**src/shared/sdc_pkg.sv**
```systemverilog
package sdc_pkg;
  // ------------------------------------------------------------
  // Command encoding on {chip_sel_n, row_strobe_n, col_strobe_n, wr_en_n}
  // ------------------------------------------------------------
  localparam logic [3:0] SDC_ENC_NOP = 4'h7;
  localparam logic [3:0] SDC_ENC_BST = 4'h6;
  localparam logic [3:0] SDC_ENC_READ = 4'h5;
  localparam logic [3:0] SDC_ENC_STORE = 4'h4;
  localparam logic [3:0] SDC_ENC_ROW_OPEN = 4'h3;
  localparam logic [3:0] SDC_ENC_ROW_CLOSE = 4'h2;
  localparam logic [3:0] SDC_ENC_REFRESH = 4'h1;
  localparam logic [3:0] SDC_ENC_CFG_LOAD = 4'h0;

  localparam int SDC_ADDR_W = 12;
  localparam int SDC_BANK_BIT = 11;
  localparam int SDC_AUTOPRE_BIT = 10;
  localparam int SDC_COL_W = 8;
  localparam int SDC_BL_LSB = 0;
  localparam logic [2:0] SDC_BL_FULL_PAGE = 3'h7;
  localparam logic [11:0] SDC_CFG_RESET = 12'h000;

  // ------------------------------------------------------------
  // Timing, in ns, and cycle counts at the 40 MHz system clock
  // ------------------------------------------------------------
  localparam int SDC_CLK_PERIOD_NS = 25;
  localparam int SDC_T_ACT_TO_COL_NS = 20;
  localparam int SDC_T_WR_RECOVERY_NS = 14;
  localparam int SDC_T_WR_AUTOPRE_NS = 50;
  localparam int SDC_T_ROW_CYCLE_NS = 70;
  localparam int SDC_T_CFG_TO_CMD_NS = 28;

  function automatic int sdc_ceil_cyc(input int ns);
    int c;
    c = (ns + SDC_CLK_PERIOD_NS - 1) / SDC_CLK_PERIOD_NS;
    return (c < 1) ? 1 : c;
  endfunction : sdc_ceil_cyc

  localparam int SDC_CYC_ACT_TO_COL = sdc_ceil_cyc(SDC_T_ACT_TO_COL_NS);
  localparam int SDC_CYC_WR_RECOVERY = sdc_ceil_cyc(SDC_T_WR_RECOVERY_NS);
  localparam int SDC_CYC_WR_AUTOPRE = sdc_ceil_cyc(SDC_T_WR_AUTOPRE_NS);
  localparam int SDC_CYC_ROW_CYCLE = sdc_ceil_cyc(SDC_T_ROW_CYCLE_NS);
  localparam int SDC_CYC_CFG_TO_CMD = sdc_ceil_cyc(SDC_T_CFG_TO_CMD_NS);
  localparam int SDC_CNT_W = 4;

  typedef enum {
    SDC_CMD_DESELECT, SDC_CMD_NO_OP, SDC_CMD_BURST_STOP, SDC_CMD_READ, SDC_CMD_STORE,
    SDC_CMD_ROW_OPEN, SDC_CMD_ROW_CLOSE, SDC_CMD_REFRESH, SDC_CMD_CFG_LOAD
  } sdc_cmd_e;

  typedef enum {
    SDC_BK_IDLE, SDC_BK_OPENING, SDC_BK_ACTIVE, SDC_BK_WR_REC, SDC_BK_WR_REC_AP,
    SDC_BK_REFRESH, SDC_BK_CFG, SDC_BK_POWER_DOWN, SDC_BK_RETAIN
  } sdc_bank_e;

  typedef struct packed {
    logic chip_sel_n;
    logic row_strobe_n;
    logic col_strobe_n;
    logic wr_en_n;
    logic clk_gate;
    logic [SDC_ADDR_W-1:0] addr;
  } sdc_pins_s;

  typedef struct packed {
    logic read_start;
    logic store_start;
    logic burst_stop;
    logic autopre;
    logic bank;
    logic [SDC_COL_W-1:0] col;
  } sdc_issue_s;
endpackage : sdc_pkg

```
**src/rtl/sdc_cmd_decode.sv**
```systemverilog
`timescale 1ns/10ps
module sdc_cmd_decode
  import sdc_pkg::*;
(
  input wire logic [3:0] pins_in, // Synchronised {cs_n, ras_n, cas_n, we_n}.
  output sdc_cmd_e cmd_out // Decoded command.
);
  always_comb begin
    if (pins_in[3]) begin
      cmd_out = SDC_CMD_DESELECT;
    end else begin
      case (pins_in)
        SDC_ENC_NOP: cmd_out = SDC_CMD_NO_OP;
        SDC_ENC_BST: cmd_out = SDC_CMD_BURST_STOP;
        SDC_ENC_READ: cmd_out = SDC_CMD_READ;
        SDC_ENC_STORE: cmd_out = SDC_CMD_STORE;
        SDC_ENC_ROW_OPEN: cmd_out = SDC_CMD_ROW_OPEN;
        SDC_ENC_ROW_CLOSE: cmd_out = SDC_CMD_ROW_CLOSE;
        SDC_ENC_REFRESH: cmd_out = SDC_CMD_REFRESH;
        default: cmd_out = SDC_CMD_CFG_LOAD;
      endcase
    end
  end
endmodule : sdc_cmd_decode

```
**src/rtl/sdc_cmd_state.sv**
```systemverilog
`timescale 1ns/10ps
module sdc_cmd_state
  import sdc_pkg::*;
#(
  parameter int BURST_LEN = 4 // Write burst length in cycles for non-full-page modes.
)(
  input wire logic clk_sys_in, // 40 MHz system clock.
  input wire logic srst_in, // Synchronous reset, active high.
  input wire sdc_pins_s pins_in, // Command, address and clock-gate pins.
  output sdc_issue_s issue_out, // Accepted column command, one-cycle pulse.
  output logic [SDC_ADDR_W-1:0] cfg_out, // Configuration register.
  output sdc_bank_e bank0_state_out, // Bank 0 state.
  output sdc_bank_e bank1_state_out, // Bank 1 state.
  output logic illegal_out, // Illegal command seen, one-cycle pulse.
  output logic low_power_out // Power-down or retention active.
);
  // ------------------------------------------------------------
  // Input synchronisers
  // ------------------------------------------------------------
  sdc_pins_s meta_r, pins_r, meta_nxt;
  always_comb begin
    meta_nxt = pins_in;
  end
  always_ff @(posedge clk_sys_in) begin
    meta_r <= meta_nxt;
    pins_r <= meta_r;
  end

  sdc_cmd_e cmd;
  sdc_cmd_decode u_dec (
    .pins_in({pins_r.chip_sel_n, pins_r.row_strobe_n, pins_r.col_strobe_n, pins_r.wr_en_n}),
    .cmd_out(cmd)
  );

  // ------------------------------------------------------------
  // Bank state machines
  // ------------------------------------------------------------
  sdc_bank_e st_r [2];
  sdc_bank_e st_nxt [2];
  logic [SDC_CNT_W-1:0] cnt_r [2];
  logic [SDC_CNT_W-1:0] cnt_nxt [2];
  logic [SDC_CNT_W-1:0] burst_r [2];
  logic [SDC_CNT_W-1:0] burst_nxt [2];
  logic ap_r [2];
  logic ap_nxt [2];
  logic [SDC_ADDR_W-1:0] cfg_r, cfg_nxt;
  sdc_issue_s issue_r, issue_nxt;
  logic illegal_r, illegal_nxt;
  logic lowp_r, lowp_nxt;
  logic gate_prev_r;
  logic sel;
  logic both_idle;
  logic full_page;

  function automatic logic [SDC_CNT_W-1:0] cyc(input int n);
    return SDC_CNT_W'(n - 1);
  endfunction : cyc

  always_comb begin
    sel = pins_r.addr[SDC_BANK_BIT];
    both_idle = (st_r[0] == SDC_BK_IDLE) && (st_r[1] == SDC_BK_IDLE);
    full_page = cfg_r[SDC_BL_LSB +: 3] == SDC_BL_FULL_PAGE;
    for (int b = 0; b < 2; b++) begin
      st_nxt[b] = st_r[b];
      cnt_nxt[b] = (cnt_r[b] != '0) ? cnt_r[b] - 1'b1 : cnt_r[b];
      burst_nxt[b] = (burst_r[b] != '0) ? burst_r[b] - 1'b1 : burst_r[b];
      ap_nxt[b] = ap_r[b];
    end
    cfg_nxt = cfg_r;
    issue_nxt = '0;
    illegal_nxt = 1'b0;
    lowp_nxt = lowp_r;
    if (lowp_r) begin
      // Only the clock gate is watched while asleep; all other pins are ignored.
      if (pins_r.clk_gate) begin
        lowp_nxt = 1'b0;
        st_nxt[0] = SDC_BK_IDLE;
        st_nxt[1] = SDC_BK_IDLE;
      end
    end else if (!pins_r.clk_gate && gate_prev_r && both_idle) begin
      lowp_nxt = 1'b1;
      // Refresh with the gate falling selects retention, otherwise power-down.
      st_nxt[0] = (cmd == SDC_CMD_REFRESH) ? SDC_BK_RETAIN : SDC_BK_POWER_DOWN;
      st_nxt[1] = (cmd == SDC_CMD_REFRESH) ? SDC_BK_RETAIN : SDC_BK_POWER_DOWN;
    end else begin
      for (int b = 0; b < 2; b++) begin
        // Timed transient states expire when their counter reaches zero.
        if (cnt_r[b] == '0) begin
          case (st_r[b])
            SDC_BK_OPENING: st_nxt[b] = SDC_BK_ACTIVE;
            SDC_BK_WR_REC: st_nxt[b] = SDC_BK_ACTIVE;
            SDC_BK_WR_REC_AP: st_nxt[b] = SDC_BK_IDLE;
            SDC_BK_REFRESH: st_nxt[b] = SDC_BK_IDLE;
            SDC_BK_CFG: st_nxt[b] = SDC_BK_IDLE;
            default: st_nxt[b] = st_r[b];
          endcase
        end
        // A finished write burst enters recovery; auto-precharge closes the row after it.
        if (st_r[b] == SDC_BK_ACTIVE && burst_r[b] == SDC_CNT_W'(1)) begin
          st_nxt[b] = ap_r[b] ? SDC_BK_WR_REC_AP : SDC_BK_WR_REC;
          cnt_nxt[b] = ap_r[b] ? cyc(SDC_CYC_WR_AUTOPRE) : cyc(SDC_CYC_WR_RECOVERY);
        end
      end
      case (cmd)
        SDC_CMD_DESELECT, SDC_CMD_NO_OP: begin
        end
        SDC_CMD_BURST_STOP: begin
          if (full_page) begin
            issue_nxt.burst_stop = 1'b1;
            for (int b = 0; b < 2; b++) begin
              if (st_r[b] == SDC_BK_ACTIVE) begin
                burst_nxt[b] = '0;
              end
            end
          end
        end
        SDC_CMD_READ, SDC_CMD_STORE: begin
          if (st_r[sel] == SDC_BK_ACTIVE || st_r[sel] == SDC_BK_WR_REC) begin
            issue_nxt.read_start = cmd == SDC_CMD_READ;
            issue_nxt.store_start = cmd == SDC_CMD_STORE;
            issue_nxt.autopre = pins_r.addr[SDC_AUTOPRE_BIT];
            issue_nxt.bank = sel;
            issue_nxt.col = pins_r.addr[SDC_COL_W-1:0];
            st_nxt[sel] = SDC_BK_ACTIVE;
            ap_nxt[sel] = pins_r.addr[SDC_AUTOPRE_BIT];
            if (cmd == SDC_CMD_STORE) begin
              burst_nxt[sel] = full_page ? '0 : SDC_CNT_W'(BURST_LEN);
            end else begin
              burst_nxt[sel] = '0;
              st_nxt[sel] = pins_r.addr[SDC_AUTOPRE_BIT] ? SDC_BK_IDLE : SDC_BK_ACTIVE;
            end
          end else begin
            illegal_nxt = 1'b1;
          end
        end
        SDC_CMD_ROW_OPEN: begin
          if (st_r[sel] == SDC_BK_IDLE) begin
            st_nxt[sel] = SDC_BK_OPENING;
            cnt_nxt[sel] = cyc(SDC_CYC_ACT_TO_COL);
          end else begin
            illegal_nxt = 1'b1;
          end
        end
        SDC_CMD_ROW_CLOSE: begin
          for (int b = 0; b < 2; b++) begin
            if (pins_r.addr[SDC_AUTOPRE_BIT] || sel == b[0]) begin
              if (st_r[b] == SDC_BK_ACTIVE) begin
                st_nxt[b] = SDC_BK_IDLE;
                burst_nxt[b] = '0;
              end else if (st_r[b] != SDC_BK_IDLE) begin
                illegal_nxt = 1'b1;
              end
            end
          end
        end
        SDC_CMD_REFRESH: begin
          // Refresh takes no row address from the pins; address pins are not read.
          if (both_idle) begin
            st_nxt[0] = SDC_BK_REFRESH;
            st_nxt[1] = SDC_BK_REFRESH;
            cnt_nxt[0] = cyc(SDC_CYC_ROW_CYCLE);
            cnt_nxt[1] = cyc(SDC_CYC_ROW_CYCLE);
          end else begin
            illegal_nxt = 1'b1;
          end
        end
        default: begin
          if (both_idle) begin
            cfg_nxt = pins_r.addr;
            st_nxt[0] = SDC_BK_CFG;
            st_nxt[1] = SDC_BK_CFG;
            cnt_nxt[0] = cyc(SDC_CYC_CFG_TO_CMD);
            cnt_nxt[1] = cyc(SDC_CYC_CFG_TO_CMD);
          end else begin
            illegal_nxt = 1'b1;
          end
        end
      endcase
    end
  end

  always_ff @(posedge clk_sys_in) begin
    if (srst_in) begin
      for (int b = 0; b < 2; b++) begin
        st_r[b] <= SDC_BK_IDLE;
        cnt_r[b] <= '0;
        burst_r[b] <= '0;
        ap_r[b] <= 1'b0;
      end
      cfg_r <= SDC_CFG_RESET;
      issue_r <= '0;
      illegal_r <= 1'b0;
      lowp_r <= 1'b0;
      gate_prev_r <= 1'b1;
    end else begin
      st_r <= st_nxt;
      cnt_r <= cnt_nxt;
      burst_r <= burst_nxt;
      ap_r <= ap_nxt;
      cfg_r <= cfg_nxt;
      issue_r <= issue_nxt;
      illegal_r <= illegal_nxt;
      lowp_r <= lowp_nxt;
      gate_prev_r <= pins_r.clk_gate;
    end
  end

  always_comb begin
    issue_out = issue_r;
    cfg_out = cfg_r;
    bank0_state_out = st_r[0];
    bank1_state_out = st_r[1];
    illegal_out = illegal_r;
    low_power_out = lowp_r;
  end
endmodule : sdc_cmd_state

```
**config.mk**
```make
export PLATFORM = sky130hd
export DESIGN_NAME = sdc_cmd_state
export DESIGN_NICKNAME = d
export VERILOG_FILES = /design/src/shared/sdc_pkg.sv /design/src/rtl/sdc_cmd_decode.sv /design/src/rtl/sdc_cmd_state.sv
export SDC_FILE = /design/constraint.sdc
export NUM_CORES = 1
export LEC_CHECK = 0
export ABC_AREA = 1
export ABC_CLOCK_PERIOD_IN_PS = 3200
export BUFFER_PORTS_ARGS = -buffer_cell sky130_fd_sc_hd__buf_2
export CAP_MARGIN = 30
export CORE_MARGIN = 5
export CORE_UTILIZATION = 45
export CTS_CLUSTER_DIAMETER = 40
export CTS_CLUSTER_SIZE = 40
export DETAILED_ROUTE_END_ITERATION = 6
export PLACE_DENSITY = 0.7
export SYNTH_ARGS = -nofsm -noshare
export SYNTH_HDL_FRONTEND = slang
export SYNTH_SLANG_ARGS = --single-unit
```
**constraint.sdc**
```tcl
create_clock -name clk_sys_in -period 3.2 [get_ports clk_sys_in]
set_input_delay 0.32 -clock clk_sys_in [delete_from_list [all_inputs] [get_ports clk_sys_in]]
set_output_delay 0.32 -clock clk_sys_in [all_outputs]
set_load 0.05 [all_outputs]
```
==> reports/metrics.sh, run 1 <==
TOTAL_VIA_COUNT_AFTER_DETAILED_ROUTING=5042
STATUS='finished clean'
SYNTH_CELLS=720
CRITICAL-PATH-TOP-DELAY-FAMILY='simple AND/OR/NAND/NOR gates'
YOSYS-TOP-CELLS-COUNT='sky130_fd_sc_hd__dfxtp_1, sky130_fd_sc_hd__nand2_1, sky130_fd_sc_hd__inv_1'
STARTING_DRT_DRC_COUNT=316
WORSTSETUPSTARTPOINTTYPE='flop'
YOSYS.CELL_TYPES.COUNT=43
CTS_MADE_BUFFERS=17
SETUP_TNS_NS=0
DRIVE_GT1_SHARE_PCT=21.31
FINAL_CELL_COUNT_NO_FILL=1026
CRITICAL-PATH-MAX-STAGE-DELAY_NS=0.50
FINAL_CYCLE_SHARE_PCT=70.62
ACHIEVABLE_CLOCK_FREQUENCY_MHz=442.5
ROUTED_WIRELENGTH_MM=14.02
SW_SHARE_PCT=37.25
ANTENNA_CELLS=0
FIRST_GLOBAL_VIAS=4745
YOSYS.AREA.TOP_TYPE='sky130_fd_sc_hd__dfxtp_1'
CTS_ROOT_BUFFER='sky130_fd_sc_hd__clkbuf_16'
IO_BUFFER_COUNT=109
POST_DRT_WL_PER_CELL_UM=13.66
NETS=868
SYNTH.MOST_COMMON_CELL='sky130_fd_sc_hd__dfxtp_1'
TIMING_MAX_TRANSITION_VIOLATIONS_FINAL=0
WORSTPATHCELLLIST='nor2_1, nand2_1, nor2_1, nand2_1, nor2_4, nand3_4, inv_2, nand2_4, nor2_4, inv_1, nor2_1, nor2_1'
TIMING.CRITICAL_PATH.SLOWEST_STAGE_CELL='sky130_fd_sc_hd__nor2_4'
FIRST_PASS_GRT_WIRE_LENGTH_MM=23.27
SYNTH-MAIN-FF-CELL='sky130_fd_sc_hd__dfxtp_1'
OVERFLOW=0
CP.ARRIVAL_NS=2.57
FINCLKSKEW_NS=0.01233
TIMING.MAX_SLEW.REL_SLACK_PCT=49.67
COMB_POWER_SHARE_PCT=29.8
DRT-VIAS-PER-INSTANCE=4.914
WORST_SETUP_PATH_END_KIND='flop'
FLOORPLAN.INITIALDENSITY_PCT=45.79
DIE_H_UM=123.3
TIMING.SETUP.CRITICAL_PATH_CLASS='flop to flop'
DRC_ERRORS=0
HP-CLASS='input port to flop'
SYN_NETS=747
MAXCAPVIOLATIONS=0
TOP_LEVEL_PORTS=110
NUMBER_OF_ANTENNA_VIOLATIONS_AT_THE_FIRST_CHECK_IN_GLOBAL_ROUTING=0
GRT_SETUP_UNREPAIRED='no'
POWER_FRAC_SEQ_PCT=36.9
CTS-HTREE-LEVELS=4
PLACE_INST=977
YOSYS-TOP-CELLS-AREA='sky130_fd_sc_hd__dfxtp_1, sky130_fd_sc_hd__o211ai_1, sky130_fd_sc_hd__nand2_1'
AVGSYNTHCELLAREA_SQ_UM=8.025
ANT_NETS=0
SETUP-VIOLATIONS-FINAL=0
SYNTH-EDFF-COUNT=0
NUM_ROWS=41
WORST-PATH-BUF-INV=2
TIGHTESTPINTRANSITION_NS=0.7539
POWER.SHARE.CLOCK_PCT=33.3
CTS_BUFFER_DEPTH=2
WORST_SKEW_PAIR.LATE_LATENCY_NS=0.42
GLOBAL_ROUTE.USAGE.TOTAL_PCT=19.45
TRITONCTS='yes'
INTERNAL-POWER_W=0.003624
POWERDENSITY_mW_PER_MM2=803.4
VDD_IR_DROP_MAX_mV=0.5085
DIE_AREA_SQ_MM=0.01521
POST-SYNTH-TOP-AREA-FRACTION_PCT=49.89
GRT_MAX_DEGREE=58
HOLD_VIOL_FINAL=0
DIE_WD_UM=123.3
PERIOD_NEEDED_NS=2.260
CLOCK_PIN_SLEW_WORST_SETUP_AND_HOLD_PATHS_NS=0.07
TOTAL_SWITCHING_POWER_W=0.002151
ASYNC_FLOP_SHARE_PCT=0
POST_SYNTH_INSTANCE_AREA_SQ_MM=0.005778
YOSYS_REGISTER_BITS=144
PLACE.GP.CONGESTION=0.9619
POST_CTS.REPAIR.SETUP_BUFFERS=0
LEAKAGEPOWER_nW=3.862
FIRSTDRTPASSITERS=5
CRIT_TOP_CELL='sky130_fd_sc_hd__nor2_1'
CRITPATHREQUIREDTIME_NS=3.51
CLKSINKCOUNT=144
GROWTH_OF_DESIGN_AREA_FROM_SYNTHESIS_TO_FINISH_PCT=24.40
CRIT_PATH_MAX_FANOUT=24
SYNTH_WARNINGS=0
YOSYSSEQAREASHARE_PCT=49.89
PLACE.DETAILED.HPWL_MM=9.892
COREAREA_SQ_MM=0.01262
-- kinds of logic (layout without fill, tap and decap cells) --
group,after synthesis,after routing,synth area share (%)
compound gates,130,130,14.49
xor+xnor,7,7,1.061
fa+ha+maj,8,8,1.732
buf+inv,141,275,9.788
flops,144,144,49.89
simple gates,290,290,23.04
-- final timing paths --
path | to | slack, ns | cells after the start | startpoint
max reg2reg | cfg_out[9] | 0.94 | 12 | bank0_state_out[19]
max | cfg_out[9] | 0.94 | 12 | bank0_state_out[19]
min | issue_out[8] | 0.32 | 2 | srst_in
min reg2reg | pins_r[7] | 0.33 | 0 | meta_r[7]
-- metal layers --
layer / part of all wire [%] / up-vias / global-route usage [%]
li1: - / 2591 / -
met1: 44 / 2281 / 24.28
met3: 7.1 / 19 / 5.855
met4: 1.5 / 0 / 7.543
met2: 48 / 151 / 31.60
met5: 0 / - / 0
-- layout by cell type (no fill, tap or decap), drive strengths merged, types with 3 or more instances in the layout --
cell / n
dlygate4sd3: 17
inv: 118
nand2: 117
xor2: 5
ha: 8
nor2: 104
o211ai: 57
nor4: 5
o21ai: 31
clkinv: 6
nand4: 12
buf: 112
clkbuf: 18
dfxtp: 144
clkinvlp: 3
nor3: 12
nand3: 36
a21oi: 31
-- layout make-up --
type	count	area [sq um]
fill	1181	5431
sequential	144	2883
multi-input combinational	435	2330
timing repair buffer	129	738.2
clock buffer	18	439.2
inverter	114	432.9
tap	172	215.2
clock inverter	14	150.1
-- state kept, by name (all words and copies together), names as in the netlist --
register,count
ap_r,2
bank0_state_out,32
bank1_state_out,32
burst_r,8
cfg_out,12
cnt_r,8
gate_prev_r,1
illegal_out,1
issue_out,13
low_power_out,1
meta_r,17
pins_r,17
-- metrics by stage --
stage	total power [W]	util, %	setup WS (ns)	instance area, sq um	hold slack (ns)
2_1_floorplan	0.003496	-	1.274	5778	0.3096
3_3_place_gp	0.003846	50.94	1.025	6429	0.3107
3_5_place_dp	0.003858	50.94	0.9338	6429	0.3121
4_1_cts	0.005805	56.96	0.9182	7188	0.3157
5_1_grt	0.006137	56.96	0.6428	7188	0.3318
6_report	0.005775	56.96	0.9401	7188	0.3212
-- power groups by stage --
stage	clock network [W]	registers [W]	logic [W]
after detailed placement	0	0.00216	0.00169
final	0.00192	0.00213	0.00172
after global routing	0.00204	0.00215	0.00194
after CTS	0.00196	0.00213	0.00172
after floorplan	0	0.00232	0.00118
after global placement	0	0.00216	0.00168
-- repair_timing --
item / CTS / global route
hold buffers: 17 / 0
endpoints found under the hold margin: 17 / 0
resized for setup: 0 / 0
(Power assumes the default switching activity.)
==> run 2, diff against run 1 <==
Settings changed: ABC_CLOCK_PERIOD_IN_PS 3200 to 1850, PLACE_DENSITY 0.7 to 0.73.
Clock period 3.2 ns to 1.85 ns, I/O delays scaled along.
==> run 2 against run 1 <==
Net effect: the flow now finishes with violations (negative setup slack); final cell count rose by 12%; fmax rose by 18%; critical path depth did not move; register-to-register slack got worse by 1.0 ns; first-iteration DRC count rose by 15%; flip-flop and latch count did not move; count of clock-buffer cells in the layout did not move; via count rose by 14%; utilization rose by 12 points; sequential power rose by 71%; critical endpoint is now cnt_r[0]; highest routed layer unchanged.
==> reports/metrics.sh, run 2 (synthesized netlist as in run 1, its figures left out) <==
TRITONCTS='yes'
MIN_FROM='srst_in'
POST_DRT_WL_PER_CELL_UM=14.43
LEAKAGEPOWER_nW=4.571
CRITPATHREQUIREDTIME_NS=2.20
WORST_SETUP_PATH_END_KIND='flop'
GLOBAL_ROUTE.USAGE.TOTAL_PCT=21.86
TIMING.SETUP.CRITICAL_PATH_CLASS='flop to flop'
HOLD-PATH-CELL-COUNT=4
REG2REG_DEPTH=12
DRIVE_GT1_SHARE_PCT=47.23
FIRST_GLOBAL_VIAS=5491
HOLD_VIOL_FINAL=0
FINAL_CYCLE_SHARE_PCT=103.5
PLACE.DETAILED.HPWL_MM=11.08
R2R_START='bank1_state_out[28]'
HOLD-PATH-ENDPOINT='cfg_out[2]'
DRC_ERRORS=0
CRITICAL-PATH-MAX-STAGE-DELAY_NS=0.32
HP-CLASS='input port to flop'
DIE_WD_UM=123.3
STATUS='finished with violations'
TIMING.CRITICAL_PATH.SLOWEST_STAGE_CELL='sky130_fd_sc_hd__dfxtp_2'
NETS=989
UTILIZATION_PCT=68.54
WORSTSETUPSTARTPOINTTYPE='flop'
TOP_LEVEL_PORTS=110
CLOCK_PIN_SLEW_WORST_SETUP_AND_HOLD_PATHS_NS=0.06
LAYOUT_COMMONEST_CELL='sky130_fd_sc_hd__buf_4'
SETUP-VIOLATIONS-FINAL=10
WORSTPATHCELLLIST='nor2_2, nand2_2, nor2_4, nand2_4, nor2_4, buf_6, nand4_4, nand2_4, inv_6, buf_6, or2_0, a21oi_1'
FINCLKSKEW_NS=0.01008
DP_WORST_SETUP_SLACK_NS=-0.1171
NUM_ROWS=41
PERIOD_NEEDED_NS=1.916
IO_BUFFER_COUNT=109
WORST_SLACK_ON_HOLD_PATHS_NS=0.2116
NUMBER_OF_ANTENNA_VIOLATIONS_AT_THE_FIRST_CHECK_IN_GLOBAL_ROUTING=0
GROWTH_OF_DESIGN_AREA_FROM_SYNTHESIS_TO_FINISH_PCT=49.70
POWERDENSITY_mW_PER_MM2=1263
TIMING_MAX_TRANSITION_VIOLATIONS_FINAL=0
CRITICAL_PATH.REG2REG.ENDPOINT='cnt_r[0]'
CTS_BUFFER_DEPTH=2
PLACE.GP.CONGESTION=0.9423
STARTING_DRT_DRC_COUNT=364
POST-ROUTE-WORST-SETUP-SLACK_NS=-0.06556
ACHIEVABLE_CLOCK_FREQUENCY_MHz=522.0
ROUTED_WIRELENGTH_MM=16.54
GRT_MAX_DEGREE=58
DRT-VIAS-PER-INSTANCE=5.023
CRIT_PATH_MAX_FANOUT=7
ANT_NETS=0
TOTAL_VIA_COUNT_AFTER_DETAILED_ROUTING=5756
CLKSINKCOUNT=144
ANTENNA_CELLS=0
OVERFLOW=0
CP.ARRIVAL_NS=2.26
TIMING.MAX_SLEW.REL_SLACK_PCT=60.86
GRT_SETUP_UNREPAIRED='yes'
TIGHTESTPINTRANSITION_NS=0.5872
FIRST_PASS_GRT_WIRE_LENGTH_MM=26.22
DIE_H_UM=123.3
CTS_MADE_BUFFERS=17
CTS_ROOT_BUFFER='sky130_fd_sc_hd__clkbuf_16'
DIE_AREA_SQ_MM=0.01521
LAYOUT.FILLER_CELLS=992
WORST_SKEW_PAIR.LATE_LATENCY_NS=0.43
FIRSTDRTPASSITERS=5
MAXCAPVIOLATIONS=0
COREAREA_SQ_MM=0.01262
VIOLATIONS='negative setup slack'
LAYOUT_COMMON_CELLS='sky130_fd_sc_hd__buf_4, sky130_fd_sc_hd__buf_2, sky130_fd_sc_hd__inv_1'
R2R_SETUP_SLACK_NS=-0.07
VDD_IR_DROP_MAX_mV=0.9225
FLOORPLAN.INITIALDENSITY_PCT=45.79
CTS-HTREE-LEVELS=4
run 2: cell types whose count changed in the layout (fill, tap and decap cells not counted), sizes merged:
cell | before | now
clkinv | 6 | 7
nor2 | 104 | 106
buf | 112 | 231
inv | 118 | 114
clkinvlp | 3 | 5
run 2: worst max-delay path: cells and delay by family (launching register included):
kind	cells	cell delay (ns)
AOI/OAI and AO/OA	1	0.15
buffers and inverters	3	0.30
DFF	1	0.32
and+or+nand+nor	8	1.05
run 2: metal layers:
metal / GRT usage [%] / share of wire [%] / vias up
met2: 34.01 / 48 / 220
li1: - / - / 2832
met4: 8.997 / 2.5 / 0
met5: 0 / 0 / -
met3: 6.313 / 7.6 / 44
met1: 28.54 / 42 / 2660
run 2: worst max path at each step:
stage                                   start                  to  slack, ns  cells past startpoint
after global routing       bank0_state_out[1]  bank1_state_out[1]      -0.17                     15
after CTS                  bank1_state_out[9]            cnt_r[4]      -0.01                     13
after floorplan            bank0_state_out[6]       issue_out[12]    -0.0007                     13
after global placement    bank0_state_out[12]          cfg_out[8]      -0.11                     12
after detailed placement  bank0_state_out[12]          cfg_out[8]      -0.12                     12
final                     bank1_state_out[28]            cnt_r[0]      -0.07                     12
run 2: repair_timing:
item,4_1_cts,5_1_grt
hold endpoints to repair,17,0
pin swaps,7,39
gates resized for setup,21,131
cloned,1,1
setup endpoints to repair,39,52
hold buffers,17,0
setup buffers,0,2
run 2: report_power, final:
part           switching (W)  internal [W]  total, W
Clock                0.00132       0.00184   0.00316
Combinational        0.00256       0.00157   0.00413
Sequential          0.000216       0.00342   0.00364
run 2: through the flow:
step / setup TNS (ns) / std cells / area, sq um / power, W
after floorplan: -0.0007039 / 720 / 5856 / 0.006058
after global placement: -1.161 / 1094 / 7410 / 0.007151
after detailed placement: -1.446 / 1094 / 7410 / 0.007205
after CTS: -0.05205 / 1143 / 8209 / 0.01052
after global routing: -3.468 / 1146 / 8650 / 0.01156
final: -0.1973 / 1146 / 8650 / 0.01093
run 2: area by class of cell:
class,count,area (sq um),area share (%)
timing repair buffer,248,1694,19.59
sequential,144,2964,34.27
clock inverter,13,117.6,1.360
clock buffer,18,429.2,4.962
multi-input combinational,437,2789,32.24
tap,172,215.2,2.488
inverter,114,440.4,5.092
